## config.mk

```make
export PLATFORM = sky130hd
export DESIGN_NAME = fpsc_status_ctrl
export DESIGN_NICKNAME = d
export VERILOG_FILES = /design/src/core/fpsc_pkg.sv /design/src/core/fpsc_cmp_enc.sv /design/src/core/fpsc_status_ctrl.sv
export SDC_FILE = /design/constraint.sdc
export NUM_CORES = 1
export LEC_CHECK = 0
export BUFFER_PORTS_ARGS = -buffer_cell sky130_fd_sc_hd__buf_2
export CAP_MARGIN = 40
export CORE_MARGIN = 3
export CORE_UTILIZATION = 25
export DETAILED_ROUTE_END_ITERATION = 16
export SYNTH_ARGS = -nofsm -noshare
export SYNTH_HDL_FRONTEND = slang
export SYNTH_SLANG_ARGS = --single-unit
export TNS_END_PERCENT = 5
```

## constraint.sdc

```tcl
create_clock -name sys_clk_i -period 4.1 [get_ports sys_clk_i]
set_input_delay 0.41 -clock sys_clk_i [delete_from_list [all_inputs] [get_ports sys_clk_i]]
set_output_delay 0.41 -clock sys_clk_i [all_outputs]
set_load 0.01 [all_outputs]
```

## src/core/fpsc_pkg.sv

```systemverilog
// Shared constants, enumerations and request/response carriers of the status/control block
`default_nettype none
package fpsc_pkg;
    // Status word field positions
    localparam int unsigned FPSC_EXC_W = 6;
    localparam int unsigned FPSC_EXC_INVALID = 0;
    localparam int unsigned FPSC_EXC_INEXACT = 5;
    localparam int unsigned FPSC_SFAULT_BIT = 6;
    localparam int unsigned FPSC_SUMMARY_BIT = 7;
    localparam int unsigned FPSC_C0_BIT = 8;
    localparam int unsigned FPSC_C1_BIT = 9;
    localparam int unsigned FPSC_C2_BIT = 10;
    localparam int unsigned FPSC_TOP_LSB = 11;
    localparam int unsigned FPSC_TOP_W = 3;
    localparam int unsigned FPSC_C3_BIT = 14;
    localparam int unsigned FPSC_BUSY_BIT = 15;
    localparam int unsigned FPSC_WORD_W = 16;
    // Condition code vector index (cc[0]=C0 .. cc[3]=C3)
    localparam int unsigned FPSC_CC0 = 0;
    localparam int unsigned FPSC_CC1 = 1;
    localparam int unsigned FPSC_CC2 = 2;
    localparam int unsigned FPSC_CC3 = 3;
    // Control word: mask field and value after initialise/save
    localparam int unsigned FPSC_MASK_LSB = 0;
    localparam logic [15:0] FPSC_CTRL_INIT = 16'h037f;
    // Integer flags register, low byte
    localparam int unsigned FPSC_BYTE_W = 8;
    localparam int unsigned FPSC_CARRY_BIT = 0;
    localparam int unsigned FPSC_PARITY_BIT = 2;
    localparam int unsigned FPSC_ZERO_BIT = 6;
    localparam int unsigned FPSC_ACC_HI_LSB = 8;

    typedef enum logic [4:0] {
        FPSC_OP_NOP = 5'h00,
        FPSC_OP_COMPARE = 5'h01,
        FPSC_OP_COMPARE_SET = 5'h02,
        FPSC_OP_EXAMINE = 5'h03,
        FPSC_OP_PREM = 5'h04,
        FPSC_OP_ARITH = 5'h05,
        FPSC_OP_TRIG = 5'h06,
        FPSC_OP_LOADLIKE = 5'h07,
        FPSC_OP_RESTORE = 5'h08,
        FPSC_OP_LOAD_ENV = 5'h09,
        FPSC_OP_INIT = 5'h0a,
        FPSC_OP_SAVE = 5'h0b,
        FPSC_OP_CLEAR_EXC = 5'h0c,
        FPSC_OP_STORE_STATUS = 5'h0d,
        FPSC_OP_FLAGS_LOAD = 5'h0e,
        FPSC_OP_COND_MOVE = 5'h0f,
        FPSC_OP_LOAD_CTRL = 5'h10,
        FPSC_OP_STORE_CTRL = 5'h11
    } fpsc_op_t;

    typedef enum logic [1:0] {
        FPSC_CMP_GT = 2'h0,
        FPSC_CMP_LT = 2'h1,
        FPSC_CMP_EQ = 2'h2,
        FPSC_CMP_UNORD = 2'h3
    } fpsc_cmp_t;

    typedef enum logic [2:0] {
        FPSC_CND_B = 3'h0,
        FPSC_CND_E = 3'h1,
        FPSC_CND_BE = 3'h2,
        FPSC_CND_U = 3'h3,
        FPSC_CND_NB = 3'h4,
        FPSC_CND_NE = 3'h5,
        FPSC_CND_NBE = 3'h6,
        FPSC_CND_NU = 3'h7
    } fpsc_cond_t;

    // Gray order along IDLE -> EXEC -> DONE
    typedef enum logic [1:0] {
        FPSC_ST_IDLE = 2'h0,
        FPSC_ST_EXEC = 2'h1,
        FPSC_ST_DONE = 2'h3
    } fpsc_state_t;

    typedef struct packed {
        fpsc_op_t op;
        logic [5:0] exc;
        logic stack_fault;
        logic stack_ovf;
        logic round_up;
        logic range_err;
        logic reduce_incomplete;
        logic [2:0] quot;
        fpsc_cmp_t cmp;
        logic [2:0] exam_class;
        logic exam_sign;
        fpsc_cond_t cond;
        logic [7:0] int_flags;
        logic [15:0] acc;
        logic to_acc;
        logic [15:0] img_status;
        logic [15:0] img_ctrl;
        logic top_we;
        logic [2:0] top_val;
    } fpsc_req_t;

    typedef struct packed {
        logic acc_we;
        logic [15:0] acc;
        logic iflag_we;
        logic [7:0] iflag_mask;
        logic [7:0] iflag_val;
        logic mem_status_we;
        logic [15:0] mem_status;
        logic mem_ctrl_we;
        logic [15:0] mem_ctrl;
        logic move_take;
    } fpsc_rsp_t;
endpackage
`default_nettype wire

```

## src/core/fpsc_cmp_enc.sv

```systemverilog
// Comparison result encoder and conditional-move condition evaluator
`default_nettype none
module fpsc_cmp_enc (
    input wire fpsc_pkg::fpsc_cmp_t cmp_i,
    input wire fpsc_pkg::fpsc_cond_t cond_i,
    input wire logic [7:0] int_flags_i,
    output logic [3:0] cc_o,
    output logic [7:0] flag_val_o,
    output logic [7:0] flag_mask_o,
    output logic move_take_o
);
    import fpsc_pkg::*;

    logic carry;
    logic parity;
    logic zero;
    logic hit;

    // Compare outcome onto C3/C2/C0; C1 is left to the caller
    always_comb begin
        cc_o = '0;
        cc_o[FPSC_CC0] = (cmp_i == FPSC_CMP_LT) || (cmp_i == FPSC_CMP_UNORD);
        cc_o[FPSC_CC2] = (cmp_i == FPSC_CMP_UNORD);
        cc_o[FPSC_CC3] = (cmp_i == FPSC_CMP_EQ) || (cmp_i == FPSC_CMP_UNORD);
    end

    // Same outcome straight into zero/parity/carry, other flag bits untouched
    always_comb begin
        flag_val_o = '0;
        flag_mask_o = '0;
        flag_val_o[FPSC_ZERO_BIT] = cc_o[FPSC_CC3];
        flag_val_o[FPSC_PARITY_BIT] = cc_o[FPSC_CC2];
        flag_val_o[FPSC_CARRY_BIT] = cc_o[FPSC_CC0];
        flag_mask_o[FPSC_ZERO_BIT] = 1'b1;
        flag_mask_o[FPSC_PARITY_BIT] = 1'b1;
        flag_mask_o[FPSC_CARRY_BIT] = 1'b1;
    end

    // Condition test on the integer flags latched with the request; high select bit negates
    always_comb begin
        carry = int_flags_i[FPSC_CARRY_BIT];
        parity = int_flags_i[FPSC_PARITY_BIT];
        zero = int_flags_i[FPSC_ZERO_BIT];
        case (cond_i)
            FPSC_CND_B, FPSC_CND_NB: hit = carry;
            FPSC_CND_E, FPSC_CND_NE: hit = zero;
            FPSC_CND_BE, FPSC_CND_NBE: hit = carry | zero;
            default: hit = parity;
        endcase
        move_take_o = hit ^ cond_i[2];
    end
endmodule
`default_nettype wire

```

## src/core/fpsc_status_ctrl.sv

```systemverilog
// Status word, control word and condition-code paths of the floating-point unit
`default_nettype none
module fpsc_status_ctrl (
    input wire logic sys_clk_i,
    input wire logic rst_i,
    input wire logic req_valid_i,
    input wire fpsc_pkg::fpsc_req_t req_i,
    output logic req_ready_o,
    output logic rsp_valid_o,
    output fpsc_pkg::fpsc_rsp_t rsp_o,
    output logic [15:0] status_word_o,
    output logic [15:0] control_word_o,
    output logic summary_o
);
    import fpsc_pkg::*;

    fpsc_state_t state_r;
    fpsc_state_t state_nxt;
    fpsc_req_t req_r;
    fpsc_req_t req_nxt;

    logic [FPSC_EXC_W-1:0] flags_r;
    logic [FPSC_EXC_W-1:0] flags_nxt;
    logic [FPSC_EXC_W-1:0] flags_keep;
    logic [FPSC_EXC_W-1:0] exc_hit;
    logic stack_fault_r;
    logic stack_fault_nxt;
    logic summary_r;
    logic summary_nxt;
    logic [3:0] cc_r;
    logic [3:0] cc_nxt;
    logic [FPSC_TOP_W-1:0] top_r;
    logic [FPSC_TOP_W-1:0] top_nxt;
    logic [15:0] ctrl_r;
    logic [15:0] ctrl_nxt;
    fpsc_rsp_t rsp_r;
    fpsc_rsp_t rsp_nxt;

    logic [15:0] status_w;
    logic [3:0] cmp_cc;
    logic [7:0] cmp_flag_val;
    logic [7:0] cmp_flag_mask;
    logic cmp_move_take;
    logic exec;
    logic inexact_now;

    // Compare encoding and move-condition test live in a small helper
    fpsc_cmp_enc u_cmp_enc (
        .cmp_i(req_r.cmp),
        .cond_i(req_r.cond),
        .int_flags_i(req_r.int_flags),
        .cc_o(cmp_cc),
        .flag_val_o(cmp_flag_val),
        .flag_mask_o(cmp_flag_mask),
        .move_take_o(cmp_move_take)
    );

    // Sequencer: one request at a time, answered two cycles after it is taken
    always_comb begin
        state_nxt = state_r;
        req_nxt = req_r;
        case (state_r)
            FPSC_ST_IDLE: begin
                if (req_valid_i) begin
                    req_nxt = req_i;
                    state_nxt = FPSC_ST_EXEC;
                end
            end
            FPSC_ST_EXEC: begin
                state_nxt = FPSC_ST_DONE;
            end
            FPSC_ST_DONE: begin
                state_nxt = FPSC_ST_IDLE;
            end
            default: begin
                state_nxt = FPSC_ST_IDLE;
            end
        endcase
    end

    always_ff @(posedge sys_clk_i) begin
        if (rst_i) begin
            state_r <= FPSC_ST_IDLE;
            req_r <= '0;
        end else begin
            state_r <= state_nxt;
            req_r <= req_nxt;
        end
    end

    assign req_ready_o = (state_r == FPSC_ST_IDLE);
    assign rsp_valid_o = (state_r == FPSC_ST_DONE);
    assign exec = (state_r == FPSC_ST_EXEC);
    assign inexact_now = req_r.exc[FPSC_EXC_INEXACT];

    // Status word assembled from the architectural flops
    always_comb begin
        status_w = '0;
        status_w[FPSC_EXC_W-1:0] = flags_r;
        status_w[FPSC_SFAULT_BIT] = stack_fault_r;
        status_w[FPSC_SUMMARY_BIT] = summary_r;
        status_w[FPSC_C0_BIT] = cc_r[FPSC_CC0];
        status_w[FPSC_C1_BIT] = cc_r[FPSC_CC1];
        status_w[FPSC_C2_BIT] = cc_r[FPSC_CC2];
        status_w[FPSC_TOP_LSB +: FPSC_TOP_W] = top_r;
        status_w[FPSC_C3_BIT] = cc_r[FPSC_CC3];
        status_w[FPSC_BUSY_BIT] = summary_r;
    end

    // Architectural state update, done once per request in the EXEC cycle
    always_comb begin
        cc_nxt = cc_r;
        top_nxt = top_r;
        ctrl_nxt = ctrl_r;
        stack_fault_nxt = stack_fault_r;
        flags_keep = flags_r;
        rsp_nxt = rsp_r;
        if (exec) begin
            rsp_nxt = '0;
            if (req_r.top_we) begin
                top_nxt = req_r.top_val;
            end
            case (req_r.op)
                FPSC_OP_COMPARE: begin
                    cc_nxt = cmp_cc;
                    cc_nxt[FPSC_CC1] = 1'b0;
                end
                FPSC_OP_COMPARE_SET: begin
                    cc_nxt[FPSC_CC1] = 1'b0;
                    rsp_nxt.iflag_we = 1'b1;
                    rsp_nxt.iflag_mask = cmp_flag_mask;
                    rsp_nxt.iflag_val = cmp_flag_val;
                end
                FPSC_OP_EXAMINE: begin
                    cc_nxt[FPSC_CC3] = req_r.exam_class[2];
                    cc_nxt[FPSC_CC2] = req_r.exam_class[1];
                    cc_nxt[FPSC_CC0] = req_r.exam_class[0];
                    cc_nxt[FPSC_CC1] = req_r.exam_sign;
                end
                FPSC_OP_PREM: begin
                    cc_nxt[FPSC_CC2] = req_r.reduce_incomplete;
                    if (!req_r.reduce_incomplete) begin
                        cc_nxt[FPSC_CC0] = req_r.quot[2];
                        cc_nxt[FPSC_CC3] = req_r.quot[1];
                        cc_nxt[FPSC_CC1] = req_r.quot[0];
                    end
                end
                FPSC_OP_ARITH: begin
                    cc_nxt[FPSC_CC1] = inexact_now & req_r.round_up;
                end
                FPSC_OP_TRIG: begin
                    cc_nxt[FPSC_CC2] = req_r.range_err;
                    // C1 is undefined out of range, so it is simply left alone
                    if (!req_r.range_err) begin
                        cc_nxt[FPSC_CC1] = inexact_now & req_r.round_up;
                    end
                end
                FPSC_OP_LOADLIKE: begin
                    cc_nxt[FPSC_CC1] = 1'b0;
                end
                FPSC_OP_RESTORE, FPSC_OP_LOAD_ENV: begin
                    flags_keep = req_r.img_status[FPSC_EXC_W-1:0];
                    stack_fault_nxt = req_r.img_status[FPSC_SFAULT_BIT];
                    cc_nxt[FPSC_CC0] = req_r.img_status[FPSC_C0_BIT];
                    cc_nxt[FPSC_CC1] = req_r.img_status[FPSC_C1_BIT];
                    cc_nxt[FPSC_CC2] = req_r.img_status[FPSC_C2_BIT];
                    cc_nxt[FPSC_CC3] = req_r.img_status[FPSC_C3_BIT];
                    top_nxt = req_r.img_status[FPSC_TOP_LSB +: FPSC_TOP_W];
                    ctrl_nxt = req_r.img_ctrl;
                end
                FPSC_OP_INIT, FPSC_OP_SAVE: begin
                    // Save hands out the old words before reinitialising
                    rsp_nxt.mem_status_we = (req_r.op == FPSC_OP_SAVE);
                    rsp_nxt.mem_status = status_w;
                    rsp_nxt.mem_ctrl_we = (req_r.op == FPSC_OP_SAVE);
                    rsp_nxt.mem_ctrl = ctrl_r;
                    flags_keep = '0;
                    stack_fault_nxt = 1'b0;
                    cc_nxt = '0;
                    top_nxt = '0;
                    ctrl_nxt = FPSC_CTRL_INIT;
                end
                FPSC_OP_CLEAR_EXC: begin
                    flags_keep = '0;
                    stack_fault_nxt = 1'b0;
                end
                FPSC_OP_STORE_STATUS: begin
                    rsp_nxt.acc_we = req_r.to_acc;
                    rsp_nxt.acc = status_w;
                    rsp_nxt.mem_status_we = !req_r.to_acc;
                    rsp_nxt.mem_status = status_w;
                end
                FPSC_OP_FLAGS_LOAD: begin
                    rsp_nxt.iflag_we = 1'b1;
                    rsp_nxt.iflag_mask = '1;
                    rsp_nxt.iflag_val = req_r.acc[FPSC_ACC_HI_LSB +: FPSC_BYTE_W];
                end
                FPSC_OP_COND_MOVE: begin
                    rsp_nxt.move_take = cmp_move_take;
                end
                FPSC_OP_LOAD_CTRL: begin
                    ctrl_nxt = req_r.img_ctrl;
                end
                FPSC_OP_STORE_CTRL: begin
                    rsp_nxt.mem_ctrl_we = 1'b1;
                    rsp_nxt.mem_ctrl = ctrl_r;
                end
                default: begin
                    cc_nxt = cc_r;
                end
            endcase
            // Stack fault is applied last so it beats any clear in the same request
            if (req_r.stack_fault) begin
                stack_fault_nxt = 1'b1;
                cc_nxt[FPSC_CC1] = req_r.stack_ovf;
            end
        end
    end

    // Per-flag sticky set: a new exception wins over a clear or image load
    genvar gi;
    generate
        for (gi = 0; gi < FPSC_EXC_W; gi++) begin : g_flag
            if (gi == FPSC_EXC_INVALID) begin : g_inv
                // Stack fault always reports as an invalid operation too
                assign exc_hit[gi] = exec & (req_r.exc[gi] | req_r.stack_fault);
            end else begin : g_oth
                assign exc_hit[gi] = exec & req_r.exc[gi];
            end
            // Masked or not, the flag records the event
            assign flags_nxt[gi] = flags_keep[gi] | exc_hit[gi];
        end
    endgenerate

    // Summary follows unmasked flags only; a set mask bit keeps its own flag out of it
    always_comb begin
        summary_nxt = |(flags_nxt & ~ctrl_nxt[FPSC_MASK_LSB +: FPSC_EXC_W]);
    end

    // Architectural registers; invalid-operand events never touch the fault bit
    always_ff @(posedge sys_clk_i) begin
        if (rst_i) begin
            flags_r <= '0;
            stack_fault_r <= 1'b0;
            summary_r <= 1'b0;
            cc_r <= '0;
            top_r <= '0;
            ctrl_r <= FPSC_CTRL_INIT;
            rsp_r <= '0;
        end else begin
            flags_r <= flags_nxt;
            stack_fault_r <= stack_fault_nxt;
            summary_r <= summary_nxt;
            cc_r <= cc_nxt;
            top_r <= top_nxt;
            ctrl_r <= ctrl_nxt;
            rsp_r <= rsp_nxt;
        end
    end

    assign rsp_o = rsp_r;
    assign status_word_o = status_w;
    assign control_word_o = ctrl_r;
    assign summary_o = summary_r;
endmodule
`default_nettype wire

```

==> metrics.yaml, run 1 <==
critical_path_class: "flip-flop to flip-flop"
numPortBuffers: 180
cts_resized: 0
insertion_delay_ns: 0.43
postCtsHoldBufs: 0
post_cts.repair.setup_buffers: 0
die_area_mm2: 0.0278
placed_cell_area_mm2: 0.00755
overflow: 0
grt_max_degree: 102
synth_edf_count: 0
numCtsBuffers: 17
ys_ff_latch: 167
powerDensity_mw_per_mm2: 458
synth_area_mm2: 0.00645
ant_nets: 0
slew_violations: 0
cap_violations: 0
clkPwrFrac: 0.448
start_util: 0.255
ys_types: 56
relSlewSlack: 0.406
finalSetupViolCount: 0
outcome: "finished clean"
vdd_drop_max_mv: 0.233
final_hold_viol_count: 0
p_leak_nw: 3.29
postSynthCellCount: 774
track_usage: 0.146
crit_chain: "nor2b_1, o211ai_1, o22ai_1, a22oi_1, a41oi_2"
drc_errors: 0
cts_tree: "built"
viasPerCell: 4.74
max_stage_delay_ns: 0.70
p_int_mw: 2.73
cp-end-kind: "flip-flop"
fillCellCount: 2760
via_count: 5948
grt_setup_unrepaired: "false"
comb_power_share: 0.087
seq_area_frac_synth: 0.519
p_switching_mw: 1.01
yosys_most_used_dff: "dfxtp_1"
die_w_um: 167
io_pins: 196
min_period_ns: 2.45
ys_warn_count: 0
crit_arrival_ns: 2.72
grt_pass1_wl_mm: 32.1
gp_congestion: 0.770
antenna_found_initial: 3
power_switching_share: 0.270
syn_to_final_growth_pct: 26.6
whs_ns: 0.209
cp.required_ns: 4.37
path_clk_slew_ns: 0.08
fin_nets: 1004
hpwl_mm: 14.2
setup_tns_ns: 0
clockRootBuffer: "clkbuf_16"
core_area_mm2: 0.0253
min_path_type: "input port to flip-flop"
skew_ns: 0.0136
clockBufferDepth: 2
final_area_mm2: 0.00816
synthArstFlopShare: 0
critPathLaunchType: "flip-flop"
grt_pass1_vias: 5622
cp_slowest_cell: "o211ai_1"
drive_gt1_frac: 0.256
num_rows: 58
fmax_ghz: 0.408
fin_crit_sh: 0.598
synth_nets: 866
worst_slew_pin_slew_ns: 0.887
postRouteWirelength_mm: 20.4
seq_power_share: 0.466
cts_sinks: 167
cp_max_fo: 16
cts_max_level: 4
dr.pass1.iters: 5
drt_iter0_drc: 460
avgSynthCellArea_um2: 8.33
wl_per_cell_um: 16.2
die_h_um: 167
cell type report:
cell class / instances / area, um2 / area share
Multi-Input combinational cell: 534 / 2770 / 0.340
Antenna cell: 1 / 2.50 / 0.000307
Timing Repair Buffer: 190 / 1010 / 0.124
Clock inverter: 14 / 176 / 0.0216
Clock buffer: 18 / 429 / 0.0526
Tap cell: 330 / 413 / 0.0506
Sequential cell: 167 / 3340 / 0.410
Inverter: 2 / 7.51 / 0.000920
layout by cell type (no fill, tap or decap), drive strengths merged, types with 4 or more instances in the layout:
| cell | instances |
|---|---|
| buf | 190 |
| nand2 | 180 |
| dfxtp | 167 |
| a21oi | 110 |
| nor2 | 68 |
| a22oi | 46 |
| nand3 | 20 |
| clkbuf | 18 |
| inv | 12 |
| nand2b | 11 |
| nor3 | 10 |
| nor2b | 8 |
| o22ai | 7 |
| a211oi | 6 |
| o21ai | 6 |
| o2bb2ai | 4 |
| and3 | 4 |
| nor3b | 4 |
flip-flops by register name (all words and copies together), names as in the netlist, 2 cells and up:
register and count:
flags_r 6, rsp_o 60, control_word_o 16, top_r 3, req_r 73, state_r 2, cc_r 4
power by group through the flow:
stage / clock, mW / sequential, mW / combinational (mW)
6_report: 1.68 / 1.74 / 0.324
5_1_grt: 1.80 / 1.75 / 0.367
4_1_cts: 1.73 / 1.74 / 0.329
3_5_place_dp: 0 / 1.78 / 0.328
3_3_place_gp: 0 / 1.78 / 0.317
2_1_floorplan: 0 / 1.76 / 0.214
critical path, delay by kind of cell, from the launching register on:
family / cells / cell delay, ns
AND/OR/NAND/NOR: 1 / 0.28
AO/OA/AOI/OAI: 4 / 1.34
flip-flops: 1 / 0.68
cells by family (layout without fill, tap and decap cells):
kind of cell    after synthesis  after routing  synth area share
compound gates              208            208             0.204
xor+xnor                      3              3           0.00408
buf+inv                      73            224            0.0534
flops                       167            167             0.519
mux                           3              3           0.00466
other cells                   0              1                 0
simple gates                320            320             0.215
path summary, 6_finish.rpt:
kind,depth (start not counted),end,startpoint,slack (ns)
worst min-delay path,3,req_r[55],req_i[55],0.21
worst min register to register,2,rsp_o[53],rsp_o[53],0.45
worst max register to register,5,summary_o,req_r[88],1.65
worst max-delay path,5,summary_o,req_r[88],1.65
cell usage after synthesis (2+ instances only):
cell       count  area (um2)
nand2_1      180         676
dfxtp_1      167        3340
a21oi_1      109         546
nor2_1        68         255
a22oi_1       46         345
clkbuf_1      36         135
nand3_1       20         100
buf_2         17        85.1
buf_4         13        97.6
nand2b_1      11        68.8
nor3_1         9        45.0
nor2b_1        8        50.1
o22ai_1        7        43.8
a211oi_1       6        45.0
buf_1          5        18.8
and3_1         4        25.0
o21ai_0        4        20.0
o2bb2ai_1      4        35.0
a31oi_1        3        18.8
and2_1         3        18.8
mux2i_1        3        30.0
nor3b_1        3        22.5
o22a_1         3        26.3
or2_2          3        18.8
a221o_1        2        20.0
a221oi_1       2        17.5
a222oi_1       2        20.0
a2bb2oi_1      2        17.5
a311oi_1       2        17.5
nor4b_1        2        17.5
o211ai_1       2        15.0
o21ai_1        2        10.0
or3_1          2        12.5
xnor2_1        2        17.5
through the flow:
step | total power, mW | utilization | setup WS (ns) | instances
after floorplan | 1.97 | - | 2.52 | 774
after global placement | 2.10 | 0.297 | 1.68 | 1220
after detailed placement | 2.11 | 0.299 | 1.64 | 1223
after CTS | 3.80 | 0.323 | 1.63 | 1255
after global routing | 3.92 | 0.323 | 1.44 | 1256
final | 3.74 | 0.323 | 1.65 | 1256
per-layer routing:
layer	wire length, um	vias to the layer above	GRT usage
met2	9710	171	0.241
met1	9270	2812	0.189
met4	214	4	0.0409
met3	1190	16	0.0382
li1	-	2945	-
met5	14	-	0
No activity file was read; power rests on OpenSTA's default activity.
==> run 2, diff against run 1 <==
- clock period: 4.1 -> 2 ns (I/O delays scaled with it)
==> run 2 against run 1 <==
Fmax increased by 31%. Global-route usage increased by 0.28 points. Register-to-register slack got worse by 1.5 ns. Final cell count increased by 5.8%. Critical path type unchanged. Critical endpoint unchanged.
==> metrics.yaml, run 2 (synthesis results as in run 1) <==
crit_chain: "buf_4, o21ai_0, nand3_1, o2bb2ai_1, a22oi_1, a41oi_2"
die_w_um: 167  # unchanged
core_area_mm2: 0.0253  # unchanged
worst_slew_pin_slew_ns: 0.482  # -0.405 ns
drt_iter0_drc: 440  # -4.3%
cap_violations: 0  # unchanged
hold_start: "req_i[8]"
clockBufferDepth: 2  # unchanged
placedCellCount: 1241  # +1.5%
min_path_type: "input port to flip-flop"
ant_nets: 0  # unchanged
drive_gt1_frac: 0.263  # +0.00684
grt_max_degree: 75  # -26%
cp_max_fo: 13  # -3
grt_setup_unrepaired: "true"
grt_pass1_wl_mm: 33.0  # +2.6%
via_count: 6143  # +3.3%
final_util: 0.352  # +0.0290
fmax_ghz: 0.533  # +31%
cp.required_ns: 2.30  # -2.07 ns
postRouteWirelength_mm: 20.9  # +2.3%
overflow: 0  # unchanged
critPathBufInv: 1  # +1
final_hold_viol_count: 0  # unchanged
setup_tns_ns: 0  # unchanged
drc_errors: 0  # unchanged
final_cells: 1329  # +5.8%
critical_path_class: "flip-flop to flip-flop"
numCtsBuffers: 17  # unchanged
relSlewSlack: 0.678  # +0.272
cp-end-kind: "flip-flop"
fin_crit_sh: 0.939  # +0.341
critPathLaunch: "req_r[86]"
track_usage: 0.149  # +0.00276
max_stage_delay_ns: 0.44  # -0.26 ns
dr.pass1.iters: 4  # -1
critPathLaunchType: "flip-flop"
clockRootBuffer: "clkbuf_16"
cts_sinks: 167  # unchanged
slew_violations: 0  # unchanged
min_period_ns: 1.88  # -0.575 ns
cp_top_family: "compound AO/OA/AOI/OAI gates"
antenna_found_initial: 4  # +1
cts_max_level: 4  # unchanged
numPortBuffers: 180  # unchanged
rr_worst_depth: 6  # +1
hpwl_mm: 14.5  # +2.4%
die_area_mm2: 0.0278  # unchanged
syn_to_final_growth_pct: 37.9
skew_ns: 0.0113  # -0.00233 ns
insertion_delay_ns: 0.44  # about the same
cp_slowest_cell: "dfxtp_1"
finalSetupViolCount: 0  # unchanged
mostFrequentLayoutCells: "nand2_1 (179), buf_2 (179), dfxtp_1 (166), a21oi_1 (109), nor2_1 (67)"
path_clk_slew_ns: 0.07  # about the same
largest_reg_flops: 73  # unchanged
start_util: 0.255  # unchanged
outcome: "finished clean"
timing.critical_path.depth: 6  # +1
wl_per_cell_um: 15.7  # -3.3%
grt_pass1_vias: 5791  # +3.0%
top_register: "req_r"
vdd_drop_max_mv: 0.451  # +93%
gp_congestion: 0.833  # +8.2%
viasPerCell: 4.62  # -2.4%
num_rows: 58  # unchanged
p_leak_nw: 3.63  # +10%
io_pins: 196  # unchanged
crit_arrival_ns: 2.18  # -0.54 ns
die_h_um: 167  # unchanged
reg2reg_from: "req_r[86]"
fin_nets: 1075  # +7.1%
holdPathStages: 3  # unchanged
cts_tree: "built"
powerDensity_mw_per_mm2: 890  # +94%
[run 2: path summary, 6_finish.rpt]
path / to / slack, ns
max: summary_o / 0.12
min: req_r[8] / 0.02
max reg2reg: summary_o / 0.12
min reg2reg: rsp_o[57] / 0.45
[run 2: what timing repair did]
| action | CTS | global route |
|---|---|---|
| pin swaps | 1 | 0 |
| endpoints found under the hold margin | 49 | 1 |
| setup endpoints to repair | 1 | 4 |
| setup buffers | 3 | 0 |
| hold buffers | 49 | 1 |
| resized for setup | 0 | 4 |
[run 2: final cells by class]
type / count / area (um2)
Antenna cell: 3 / 7.51
Clock buffer: 17 / 425
Clock inverter: 15 / 224
Fill cell: 2661 / 16400
Inverter: 2 / 7.51
Multi-Input combinational cell: 534 / 2790
Sequential cell: 167 / 3340
Tap cell: 330 / 413
Timing Repair Buffer: 261 / 1680
[run 2: metal layers]
layer	vias to the layer above	global-route usage	share of wire	routed length, um
li1	3092	-	-	-
met1	2852	0.192	0.44	9260
met2	174	0.244	0.48	9940
met3	23	0.0425	0.061	1280
met4	2	0.0423	0.018	372
met5	-	0	0.00053	11
[run 2: metrics by stage]
stage	power, mW	setup slack, ns	hold WS (ns)	instance area (um2)
2_1_floorplan	4.04	0.424	0.336	6450
3_3_place_gp	4.34	0.0578	0.440	7680
3_5_place_dp	4.35	-0.0174	0.441	7700
4_1_cts	8.01	0.0274	0.000892	8860
5_1_grt	8.27	-0.00748	0.00542	8890
6_report	7.92	0.123	0.0207	8890
[run 2: power breakdown]
group / total (mW) / internal (mW) / switching [mW]
logic: 0.796 / 0.338 / 0.458
clock network: 3.57 / 1.95 / 1.62
registers: 3.55 / 3.45 / 0.109
total: 7.92 / 5.73 / 2.18
[run 2: worst reg2reg max path, stage by stage, from the launching register on]
cell	delay [ns]
dfxtp_1	0.44
buf_4	0.23
o21ai_0	0.12
nand3_1	0.31
o2bb2ai_1	0.23
a22oi_1	0.27
a41oi_2	0.14
==> run 3, diff against run 2 <==
- PLACE_DENSITY: default -> 0.45
==> run 3 against run 2 <==
Count of clock-buffer cells in the layout increased by 2. Combinational power decreased by 3.0%. Register-to-register slack about the same. Flip-flop and latch count unchanged. Largest cell class unchanged.
==> metrics.yaml, run 3 (synthesis results as in run 1) <==
grt_pass1_vias: 5895  # +1.8%
die_area_mm2: 0.0278  # unchanged
top_register: "req_r"
p_leak_nw: 3.51  # -3.3%
drt_iter0_drc: 364  # -17%
insertion_delay_ns: 0.43  # about the same
comb_power_share: 0.102  # +0.002
final_hold_viol_count: 0  # unchanged
critical_path_class: "flip-flop to flip-flop"
viasPerCell: 4.57  # -1.1%
gp_congestion: 0.780  # -6.3%
fin_nets: 1053  # -2.0%
antenna_found_initial: 4  # unchanged
mostFrequentLayoutCells: "nand2_1 (179), buf_2 (179), dfxtp_1 (167), a21oi_1 (109), nor2_1 (68)"
outcome: "finished clean"
cts_tree: "built"
die_h_um: 167  # unchanged
numCtsBuffers: 17  # unchanged
largest_reg_flops: 73  # unchanged
wl_per_cell_um: 16.2  # +2.9%
min_path_type: "input port to flip-flop"
worst_slew_pin_slew_ns: 0.508  # +0.0263 ns
postRouteWirelength_mm: 21.1  # +1.2%
powerDensity_mw_per_mm2: 880  # -1.2%
drive_gt1_frac: 0.268  # +0.00491
seq_power_share: 0.470  # +0.021
p_switching_mw: 2.08  # -4.7%
dr.pass1.iters: 4  # unchanged
numPortBuffers: 180  # unchanged
cp.required_ns: 2.30  # about the same
vdd_drop_max_mv: 0.398  # -12%
p_int_mw: 5.48  # -4.3%
clockRootBuffer: "clkbuf_16"
track_usage: 0.152  # +0.00305
cp-end-kind: "flip-flop"
num_rows: 58  # unchanged
crit_arrival_ns: 2.18  # about the same
grt_max_degree: 61  # -19%
finalSetupViolCount: 0  # unchanged
cp_max_fo: 9  # -4
start_util: 0.255  # unchanged
cts_max_level: 4  # unchanged
total_power_mw: 7.57  # -4.4%
path_clk_slew_ns: 0.07  # about the same
syn_to_final_growth_pct: 33.4
cts_sinks: 167  # unchanged
clkPwrFrac: 0.428  # -0.023
die_w_um: 167  # unchanged
grt_pass1_wl_mm: 33.8  # +2.4%
power_switching_share: 0.275  # -0.000877
drc_errors: 0  # unchanged
clockBufferDepth: 2  # unchanged
fillCellCount: 2691  # +1.1%
fin_crit_sh: 0.940  # +0.00139
critPathLaunchType: "flip-flop"
relSlewSlack: 0.660  # -0.0180
ant_nets: 0  # unchanged
fmax_ghz: 0.532  # -0.15%
cap_violations: 0  # unchanged
hpwl_mm: 14.8  # +1.6%
skew_ns: 0.0127  # +0.00135 ns
placedCellCount: 1244  # +0.24%
core_area_mm2: 0.0253  # unchanged
final_cells: 1307  # -1.7%
overflow: 0  # unchanged
slew_violations: 0  # unchanged
io_pins: 196  # unchanged
min_period_ns: 1.88  # +0.00277 ns
via_count: 5972  # -2.8%
[run 3: cell types whose count changed in the layout (fill, tap and decap cells not counted), sizes merged, moves of 2 or more]
cell | before | now
bufinv | 2 | 0
clkbuf | 17 | 19
clkinv | 5 | 1
clkinvlp | 0 | 2
dlygate4sd3 | 50 | 27
inv | 10 | 12
[run 3: metal layers]
layer,wire (um),global-route usage,up-vias,share of wire
met4,177,0.0337,4,0.0084
met1,9970,0.203,2778,0.47
li1,-,-,3048,-
met5,24,0,-,0.0011
met2,9820,0.245,127,0.46
met3,1120,0.0425,15,0.053
[run 3: path summary, 6_finish.rpt]
kind                                 from   endpoint  slack, ns  depth (start not counted)
worst min-delay path            req_i[23]  req_r[23]       0.02                          3
worst min register to register  rsp_o[56]  rsp_o[56]       0.45                          2
worst max-delay path            req_r[88]  summary_o       0.12                          6
worst max register to register  req_r[88]  summary_o       0.12                          6
[run 3: power by group through the flow]
| stage | Clock, mW | Combinational, mW | Sequential (mW) |
|---|---|---|---|
| finish | 3.24 | 0.772 | 3.55 |
| detailed placement | 0 | 0.740 | 3.63 |
| CTS | 3.37 | 0.783 | 3.55 |
| floorplan | 0 | 0.439 | 3.60 |
| global route | 3.48 | 0.870 | 3.57 |
| global placement | 0 | 0.739 | 3.63 |
[run 3: layout make-up]
cell class              instances  area, um2  area share
well taps                     330        413      0.0480
clock inverters                13        124      0.0144
flip-flops and latches        167       3340       0.389
clock buffers                  19        453      0.0527
diodes                          3       7.51    0.000873
multi-input cells             534       2790       0.324
inverters                       2       7.51    0.000873
repair buffers                239       1470       0.171
[run 3: worst max-delay path: stages, from the launching register on]
cell and delay (ns):
dfxtp_1 0.49, nor2b_1 0.08, buf_4 0.17, o211ai_1 0.43
o22ai_1 0.18, a22oi_1 0.26, a41oi_2 0.13
[run 3: what timing repair did]
item                                    4_1_cts  5_1_grt
hold endpoints to repair                     27        0
buffers inserted                              0        1
resized for setup                             0        2
endpoints found under the setup margin        0        1
hold buffers                                 27        0
[run 3: metrics by stage]
step	utilization	cell area [um2]	setup WS (ns)	hold slack [ns]	TNS, ns
5_1_grt	0.340	8600	-0.0330	0.00554	-0.0330
4_1_cts	0.340	8570	0.120	0.000921	0
3_5_place_dp	0.306	7730	0.119	0.441	0
3_3_place_gp	0.306	7730	0.153	0.439	0
2_1_floorplan	-	6450	0.424	0.336	0
6_report	0.341	8600	0.120	0.0156	0
